===== config.mk =====
export PLATFORM = sky130hd
export DESIGN_NAME = osc_trim_multiplier_control
export DESIGN_NICKNAME = d
export VERILOG_FILES = /design/src/core/mult_scaler.v /design/src/core/osc_trim_multiplier_control.v
export VERILOG_INCLUDE_DIRS = /design/src /design/src/core
export SDC_FILE = /design/constraint.sdc
export NUM_CORES = 1
export LEC_CHECK = 0
export BUFFER_PORTS_ARGS = -buffer_cell sky130_fd_sc_hd__buf_2
export CORE_MARGIN = 4
export CORE_UTILIZATION = 50
export DETAILED_ROUTE_END_ITERATION = 10
export HOLD_SLACK_MARGIN = 0.08
export PLACE_DENSITY = 0.71
export SETUP_SLACK_MARGIN = 0.3
export SYNTH_ARGS = -nofsm -noshare
export SYNTH_HDL_FRONTEND = slang
export SYNTH_HIERARCHICAL = 1
export SYNTH_SLANG_ARGS = --single-unit

===== constraint.sdc =====
create_clock -name ref_clk_i -period 4 [get_ports ref_clk_i]
set_clock_uncertainty 0.1 [all_clocks]
set_input_delay 1 -clock ref_clk_i [delete_from_list [all_inputs] [get_ports ref_clk_i]]
set_output_delay 1 -clock ref_clk_i [all_outputs]
set_load 0.03 [all_outputs]

===== src/core/osc_multiplier_control_defines.vh =====
/*
   Register map, field positions, reset values and timing counts for the
   oscillator trim and clock multiplier block.
   Assumes a 20 MHz reference clock and inclusion by bare name.
*/
`ifndef OSC_MULTIPLIER_CONTROL_DEFINES_VH
`define OSC_MULTIPLIER_CONTROL_DEFINES_VH

// ----------------------------------------------------------------------
// Register addresses
// ----------------------------------------------------------------------
`define ADDR_FINE_TRIM      8'h9e
`define ADDR_COARSE_TRIM    8'ha2
`define ADDR_MULT_CONTROL   8'h97

// ----------------------------------------------------------------------
// Multiplier control fields
// ----------------------------------------------------------------------
`define MC_ENABLE_BIT       7
`define MC_INIT_BIT         6
`define MC_LOCKED_BIT       5
`define MC_SCALE_HI         4
`define MC_SCALE_LO         2
`define MC_SOURCE_HI        1
`define MC_SOURCE_LO        0
`define MC_RESET            8'h00

// ----------------------------------------------------------------------
// Source select codes
// ----------------------------------------------------------------------
`define SRC_INT_HALF        2'h0
`define SRC_EXT_HALF        2'h1

// ----------------------------------------------------------------------
// Factory trim reset values
// ----------------------------------------------------------------------
`define COARSE_RESET        7'h40
`define FINE_RESET          6'h20

// ----------------------------------------------------------------------
// Timing
// ----------------------------------------------------------------------
`define REF_CLK_MHZ         20
`define LOCK_TIME_NS        10000
// Lock time at the reference rate, sized for the 16-bit lock counter
`define LOCK_CYCLES         16'h00c8
`define OSC_SLOWEST_PERIOD  8'hc8
`define BURST_PULSES        3'h4
`define FAST_SPACING        16'h0002
`define SLOW_INPUT_PERIOD   16'h0100

`endif


===== src/core/mult_scaler.v =====
/*
   Output scaler of the clock multiplier: passes 2 of every N base pulses,
   or every pulse for factor 1.
   Assumes base pulses are one-cycle strobes on the reference clock.
*/
`timescale 1ns/1ns
module mult_scaler
(
   input  wire       ref_clk_i,
   input  wire       reset_n_i,
   input  wire       clk_en_i,
   input  wire       clear_i,
   input  wire       pulse_i,
   input  wire [2:0] scale_i,
   output reg        pulse_o
);

   reg  [2:0] phase_q;
   reg  [2:0] phase_d;
   reg  [2:0] limit;
   wire       pass_all;

   // ---------------------------------------------------------------
   // Scale decode
   // ---------------------------------------------------------------
   assign pass_all = (scale_i[2:1] == 2'h0);

   always @*
   begin
      case (scale_i)
         3'h2:    limit = 3'h3;
         3'h4:    limit = 3'h4;
         3'h5:    limit = 3'h5;
         3'h6:    limit = 3'h6;
         3'h7:    limit = 3'h7;
         default: limit = 3'h1;
      endcase
   end

   always @*
   begin
      if (phase_q + 3'h1 >= limit)
         phase_d = 3'h0;
      else
         phase_d = phase_q + 3'h1;
   end

   // ---------------------------------------------------------------
   // Pulse gating; uneven patterns give non-50% duty
   // ---------------------------------------------------------------
   always @(posedge ref_clk_i or negedge reset_n_i)
   begin
      if (!reset_n_i)
      begin
         phase_q <= 3'h0;
         pulse_o <= 1'b0;
      end
      else if (clk_en_i)
      begin
         if (clear_i)
         begin
            phase_q <= 3'h0;
            pulse_o <= 1'b0;
         end
         else
         begin
            pulse_o <= pulse_i & (pass_all | (phase_q < 3'h2));
            if (pulse_i)
               phase_q <= pass_all ? 3'h0 : phase_d;
         end
      end
   end

endmodule // mult_scaler


===== src/core/osc_trim_multiplier_control.v =====
/*
   Oscillator trim registers and clock multiplier model. The internal oscillator and
   multiplier output appear as one-cycle tick strobes on the reference clock.
   Assumes register strobes and ext_osc_i are synchronous to ref_clk_i.
*/
`timescale 1ns/1ns
`include "osc_multiplier_control_defines.vh"

// Behaviour
// - Coarse trim bit 7 reads zero, writes to it are ignored.
// - Coarse trim monotonic: zero slowest, all ones fastest.
// - Reset loads factory trims giving nominal oscillator rate.
// - Fine trim holds six bits; upper two read zero.
// - Multiplier gives four times input, scaled by programmed factor.
// - Input: external direct, internal halved or external halved.
// - Base outputs: internal x2, external x2, external x4.
// - Slow input: four fast pulses, then hold until next rise.
// - Locked flag reads one only after lock, else zero.
// - Scale decode: 0,1 x1; 2 2/3; 4 1/2; 5 2/5; 6 1/3; 7 2/7.
// - Source code 00 internal x2, 01 external x2.
module osc_trim_multiplier_control
#(
   parameter [6:0]  COARSE_FACTORY = `COARSE_RESET,
   parameter [6:0]  FINE_FACTORY_X = {1'b0, `FINE_RESET},
   parameter [15:0] LOCK_COUNT     = `LOCK_CYCLES
)
(
   input  wire       ref_clk_i,
   input  wire       reset_n_i,
   input  wire       clk_en_i,
   input  wire [7:0] reg_addr_i,
   input  wire       reg_wr_i,
   input  wire [7:0] reg_wdata_i,
   output reg  [7:0] reg_rdata_o,
   input  wire       ext_osc_i,
   output reg        int_osc_tick_o,
   output wire       mult_tick_o,
   output wire       mult_locked_o
);

   reg  [6:0]  coarse_trim_q;
   reg  [5:0]  fine_trim_q;
   reg         multiplier_enable_q;
   reg         multiplier_init_q;
   reg  [2:0]  multiplier_scale_q;
   reg  [1:0]  multiplier_source_q;
   reg         multiplier_locked_q;
   reg  [15:0] lock_cnt_q;
   reg  [7:0]  osc_cnt_q;
   reg  [7:0]  osc_period;
   reg         int_half_q;
   reg         ext_lvl_q;
   reg         ext_half_q;
   reg         sel_lvl;
   reg         sel_prev_q;
   reg  [15:0] per_cnt_q;
   reg  [15:0] spacing_q;
   reg  [15:0] gap_cnt_q;
   reg  [2:0]  burst_left_q;
   reg         base_pulse_q;
   wire        wr_coarse;
   wire        wr_fine;
   wire        wr_ctrl;
   wire        init_req;
   wire        off_req;
   wire        sel_rise;
   wire [15:0] new_spacing;

   // ------------------------------------------------------------------
   // Register decode
   // ------------------------------------------------------------------
   assign wr_coarse = reg_wr_i & (reg_addr_i == `ADDR_COARSE_TRIM);
   assign wr_fine   = reg_wr_i & (reg_addr_i == `ADDR_FINE_TRIM);
   assign wr_ctrl   = reg_wr_i & (reg_addr_i == `ADDR_MULT_CONTROL);
   // Init only counts while already enabled and enable kept set
   assign init_req  = wr_ctrl & multiplier_enable_q
                    & reg_wdata_i[`MC_ENABLE_BIT]
                    & reg_wdata_i[`MC_INIT_BIT];
   // Disable write drops lock at once, not a cycle late
   assign off_req   = wr_ctrl & ~reg_wdata_i[`MC_ENABLE_BIT];

   always @(posedge ref_clk_i or negedge reset_n_i)
   begin
      if (!reset_n_i)
      begin
         coarse_trim_q       <= COARSE_FACTORY;
         fine_trim_q         <= FINE_FACTORY_X[5:0];
         multiplier_enable_q <= 1'b0;
         multiplier_init_q   <= 1'b0;
         multiplier_scale_q  <= 3'h0;
         multiplier_source_q <= 2'h0;
      end
      else if (clk_en_i)
      begin
         if (wr_coarse)
            coarse_trim_q <= reg_wdata_i[6:0];
         if (wr_fine)
            fine_trim_q <= reg_wdata_i[5:0];
         if (wr_ctrl)
         begin
            multiplier_enable_q <= reg_wdata_i[`MC_ENABLE_BIT];
            multiplier_scale_q  <= reg_wdata_i[`MC_SCALE_HI:`MC_SCALE_LO];
            multiplier_source_q <= reg_wdata_i[`MC_SOURCE_HI:`MC_SOURCE_LO];
            multiplier_init_q   <= init_req |
               (multiplier_init_q & reg_wdata_i[`MC_ENABLE_BIT]);
         end
      end
   end

   always @(posedge ref_clk_i or negedge reset_n_i)
   begin
      if (!reset_n_i)
         reg_rdata_o <= 8'h00;
      else if (clk_en_i)
      begin
         case (reg_addr_i)
            `ADDR_COARSE_TRIM:  reg_rdata_o <= {1'b0, coarse_trim_q};
            `ADDR_FINE_TRIM:    reg_rdata_o <= {2'h0, fine_trim_q};
            `ADDR_MULT_CONTROL: reg_rdata_o <= {multiplier_enable_q,
                                                multiplier_init_q,
                                                multiplier_locked_q,
                                                multiplier_scale_q,
                                                multiplier_source_q};
            default:            reg_rdata_o <= 8'h00;
         endcase
      end
   end

   // ------------------------------------------------------------------
   // Internal oscillator model
   // ------------------------------------------------------------------
   // Larger trim shortens the period; fine steps are summed in too
   always @*
   begin
      osc_period = `OSC_SLOWEST_PERIOD - {1'b0, coarse_trim_q}
                 - {2'h0, fine_trim_q};
   end

   always @(posedge ref_clk_i or negedge reset_n_i)
   begin
      if (!reset_n_i)
      begin
         osc_cnt_q      <= 8'h00;
         int_osc_tick_o <= 1'b0;
         int_half_q     <= 1'b0;
      end
      else if (clk_en_i)
      begin
         int_osc_tick_o <= 1'b0;
         if (osc_cnt_q + 8'h01 >= osc_period)
         begin
            osc_cnt_q      <= 8'h00;
            int_osc_tick_o <= 1'b1;
            // One level change per tick halves the oscillator
            int_half_q     <= ~int_half_q;
         end
         else
            osc_cnt_q <= osc_cnt_q + 8'h01;
      end
   end

   // ------------------------------------------------------------------
   // External oscillator and source select
   // ------------------------------------------------------------------
   always @(posedge ref_clk_i or negedge reset_n_i)
   begin
      if (!reset_n_i)
      begin
         ext_lvl_q  <= 1'b0;
         ext_half_q <= 1'b0;
         sel_prev_q <= 1'b0;
      end
      else if (clk_en_i)
      begin
         ext_lvl_q <= ext_osc_i;
         if (ext_osc_i & ~ext_lvl_q)
            ext_half_q <= ~ext_half_q;
         sel_prev_q <= sel_lvl;
      end
   end

   // Code 1x takes the external clock undivided, giving x4
   always @*
   begin
      case (multiplier_source_q)
         `SRC_INT_HALF: sel_lvl = int_half_q;
         `SRC_EXT_HALF: sel_lvl = ext_half_q;
         default:       sel_lvl = ext_lvl_q;
      endcase
   end

   assign sel_rise = sel_lvl & ~sel_prev_q;

   // ------------------------------------------------------------------
   // Lock tracking
   // ------------------------------------------------------------------
   always @(posedge ref_clk_i or negedge reset_n_i)
   begin
      if (!reset_n_i)
      begin
         lock_cnt_q          <= 16'h0000;
         multiplier_locked_q <= 1'b0;
      end
      else if (clk_en_i)
      begin
         if (!multiplier_enable_q | init_req | off_req)
         begin
            lock_cnt_q          <= 16'h0000;
            multiplier_locked_q <= 1'b0;
         end
         else if (multiplier_init_q & ~multiplier_locked_q)
         begin
            if (lock_cnt_q + 16'h0001 >= LOCK_COUNT)
               multiplier_locked_q <= 1'b1;
            else
               lock_cnt_q <= lock_cnt_q + 16'h0001;
         end
      end
   end

   assign mult_locked_o = multiplier_locked_q;

   // ------------------------------------------------------------------
   // Times four burst generator
   // ------------------------------------------------------------------
   // Spacing follows the last input period; too slow an input falls
   // back to a fixed fast spacing and the burst then waits
   assign new_spacing = (per_cnt_q > `SLOW_INPUT_PERIOD) ? `FAST_SPACING
                      : ((per_cnt_q[15:2] == 14'h0000) ? 16'h0001
                      : {2'h0, per_cnt_q[15:2]});

   always @(posedge ref_clk_i or negedge reset_n_i)
   begin
      if (!reset_n_i)
      begin
         per_cnt_q    <= 16'h0000;
         spacing_q    <= 16'h0001;
         gap_cnt_q    <= 16'h0000;
         burst_left_q <= 3'h0;
         base_pulse_q <= 1'b0;
      end
      else if (clk_en_i)
      begin
         base_pulse_q <= 1'b0;
         if (!multiplier_locked_q)
         begin
            per_cnt_q    <= 16'h0000;
            burst_left_q <= 3'h0;
         end
         else if (sel_rise)
         begin
            per_cnt_q    <= 16'h0001;
            spacing_q    <= new_spacing;
            gap_cnt_q    <= 16'h0000;
            burst_left_q <= `BURST_PULSES;
         end
         else
         begin
            if (per_cnt_q != 16'hffff)
               per_cnt_q <= per_cnt_q + 16'h0001;
            if (burst_left_q != 3'h0)
            begin
               if (gap_cnt_q == 16'h0000)
               begin
                  base_pulse_q <= 1'b1;
                  burst_left_q <= burst_left_q - 3'h1;
                  gap_cnt_q    <= spacing_q - 16'h0001;
               end
               else
                  gap_cnt_q <= gap_cnt_q - 16'h0001;
            end
         end
      end
   end

   // ------------------------------------------------------------------
   // Output scaling
   // ------------------------------------------------------------------
   mult_scaler u_scaler
   (
      .ref_clk_i (ref_clk_i),
      .reset_n_i (reset_n_i),
      .clk_en_i  (clk_en_i),
      .clear_i   (~multiplier_locked_q),
      .pulse_i   (base_pulse_q),
      .scale_i   (multiplier_scale_q),
      .pulse_o   (mult_tick_o)
   );

endmodule // osc_trim_multiplier_control


==> metrics <==
final period utilization about 84%; Die Ht roughly 120 um; Starting Density between 50 and 60%; EDFF count, synth 0; Layout area overhead 9.032%; sw power between 600 and 700 uW; Seq cells post-synth ~110; CP Cell Sequence ha_1, inv_1, ha_1, inv_1, fa_1, inv_1, a21oi_1, o21bai_1, xnor2_1, ha_1, a2111oi_0, o21ai_0, and3_1, nor3_1; Hold Slack 0.3722 ns; clk slew on worst S/H paths ~0.080 ns; CP required about 4.2 ns; Synthesis Warnings 6; CP endpoint kind flip-flop; Post-synth ARST share 100.0%; sequential share of the synthesized area 43.10%; core area approximately 0.013 mm^2; crit-path max FO 4; Yosys top cell area share 41.89%; DP Wirelength ~10 mm; Residual DRC 0; data arrival time of the critical path between 3 and 4 ns; depth of the CTS H-tree 3; Total Routing Usage GR around a fifth; top cells by area, synth dfrtp_1, ha_1, nand2_1; top_reg_cell synth dfrtp_1; cell taking the most area after synthesis dfrtp_1; worst-margin pin slew just over 0.7 ns; vias per inst roughly 6.0; IO Port Bufs 31; global-route wire length before repair roughly 25 mm; initial antenna violation count 0; setup TNS 0 ns; clk_lat worst skew roughly 0.36 ns; detailed-route via count ~5300; CTS tree built; type of origin of the critical path flip-flop; P per Cell Area ~330 mW/mm^2; Min-Delay Path Class flip-flop to flip-flop; hold buffers post-CTS 0; Max-Cap Viols 0; leading cell types in the layout, fill and taps excluded dfrtp_1, nand2_1, o21ai_0, nor2_1, inv_1; final wirelength 14.79 mm; Die W 122.1 um; design area ~0.0071 mm^2; antenna-violating nets left 0; Sw Ratio between 20% and 30%; CTS sink count around 110; crit path time final 3.374 ns; Slew headroom between 50% and 60%; clk buf depth 2; antenna diode count 0; Slew Limit Fails 0; proportion of layout cells with a drive suffix above 1 12.07%; highest-delay cell along the critical path dfrtp_1; largest net degree at the start of global routing roughly 110; Setup CP Type flip-flop to flip-flop; fin nets about 770; synthesized area about 0.0065 mm^2; Peak Freq about 300 MHz; Leakage 0.003232 uW; RSZ-0062 raised after global routing no; vias in the first global route about 5200; Clock power frac between 30 and 40%; mean area per synthesized cell ~9.3 um^2; I/O Pins 32; Root Driver clkbuf_16; final hold violations 0; Avg WL per Cell between 15 and 20 um; DRT Pass-1 Iters 5; Gate power share about an eighth; run status completed; number of gates resized after cts 0; Placement Rows 41; Flop pwr share between 50% and 60%; Setup Viol. Count Final 0; most common cell after layout, fill and taps aside dfrtp_1; VDD IR max 0.2348 mV; TritonCTS Buffers 9; unique cell type count in the Yosys netlist 70; gpl congestion 0.8023; DRT iter0 DRCs ~370; DIE AREA around 0.015 mm^2; postcts setup bufs 0; Post-DP Area a little under 0.007 mm^2; largest stage delay on the critical path about 0.4 ns; Syn Nets 750; total gr overflow 0; Post-Synthesis Cells 697; P_int about 1700 uW
## cells by family after synthesis
group,after synthesis,share of synthesized area (%)
flops,112,43.10
compound gates,181,18.47
buf+inv,70,4.151
mux,24,3.997
xor+xnor,19,2.556
fa+ha+maj,32,6.264
simple gates,259,21.46
## cell usage after synthesis, types with 13 or more instances
master and number:
inv_1 41, o2bb2ai_1 13, and2_1 14, nor3_1 15, nand3_1 28, a21oi_1 31, mux2_2 16, nor2_1 45
and3_1 20, dfrtp_1 109, nand2_1 73, clkbuf_1 19, ha_1 31, o21ai_0 48
## per-layer routing
metal	up-vias	wire, um	part of all wire (%)	global-route usage, %
met2	122	6990	47	34.91
met1	2616	6944	47	28.31
met4	0	194	1.3	6.158
met3	17	659	4.5	3.064
met5	-	0	0	0
li1	2582	-	-	-
## per-stage QoR
step	total power (uW)	utilization (%)	setup slack [ns]	std cells
finish	2364	56.03	0.6263	893
global route	2476	56.03	0.3460	893
detailed placement	1530	53.89	0.6836	877
CTS	2383	56.03	0.6461	893
global placement	1514	53.89	0.7820	877
floorplan	1425	-	0.9476	697
## power groups by stage
stage	Sequential [uW]	Combinational (uW)	Clock [uW]
after floorplan	1230	192	0
after global placement	1240	277	0
after detailed placement	1240	292	0
after CTS	1220	294	872
after global routing	1220	334	917
final	1220	292	853
## worst max-delay path: cells and delay by family, from the launching register on
kind | cells | cell delay (ns)
xor gates and xnor gates | 1 | 0.15
DFF | 1 | 0.40
and+or+nand+nor | 2 | 0.51
adders and majority gates | 4 | 1.10
AOI/OAI and AO/OA | 4 | 0.84
buffers and inverters | 3 | 0.18
## worst paths after layout
check | start | end | slack, ns | cells after the start
hold / removal | ext_half_q$_DFFE_PN0P_ | ext_half_q$_DFFE_PN0P_ | 0.37 | 1
min in group asynchronous | reset_n_i | lock_cnt_q[15]$_DFFE_PN0P_ | 0.61 | 2
hold reg to reg | ext_half_q$_DFFE_PN0P_ | ext_half_q$_DFFE_PN0P_ | 0.37 | 1
setup / recovery | coarse_trim_q[1]$_DFFE_PN0P_ | osc_cnt_q[2]$_DFFE_PN0P_ | 0.63 | 14
max in group asynchronous | reset_n_i | gap_cnt_q[5]$_DFFE_PN0P_ | 2.72 | 2
setup reg to reg | coarse_trim_q[1]$_DFFE_PN0P_ | osc_cnt_q[2]$_DFFE_PN0P_ | 0.63 | 14
## cell type report
type,instances,area (um^2)
fill,1138,5572
multi-input combinational,515,3441
sequential,112,2806
clock buffer,10,229.0
tap,172,215.2
timing repair buffer,36,207.7
inverter,42,157.7
clock inverter,6,42.54
## state kept, by name (all words and copies together) (netlist names), 2 cells and up
signal,cells
fine_trim_q,6
coarse_trim_q,7
burst_left_q,3
per_cnt_q,16
reg_rdata_o,8
gap_cnt_q,16
u_scaler/phase_q,3
multiplier_source_q,2
lock_cnt_q,16
osc_cnt_q,8
spacing_q,14
multiplier_scale_q,3
Note: power is estimated with default switching activity, not from simulation.
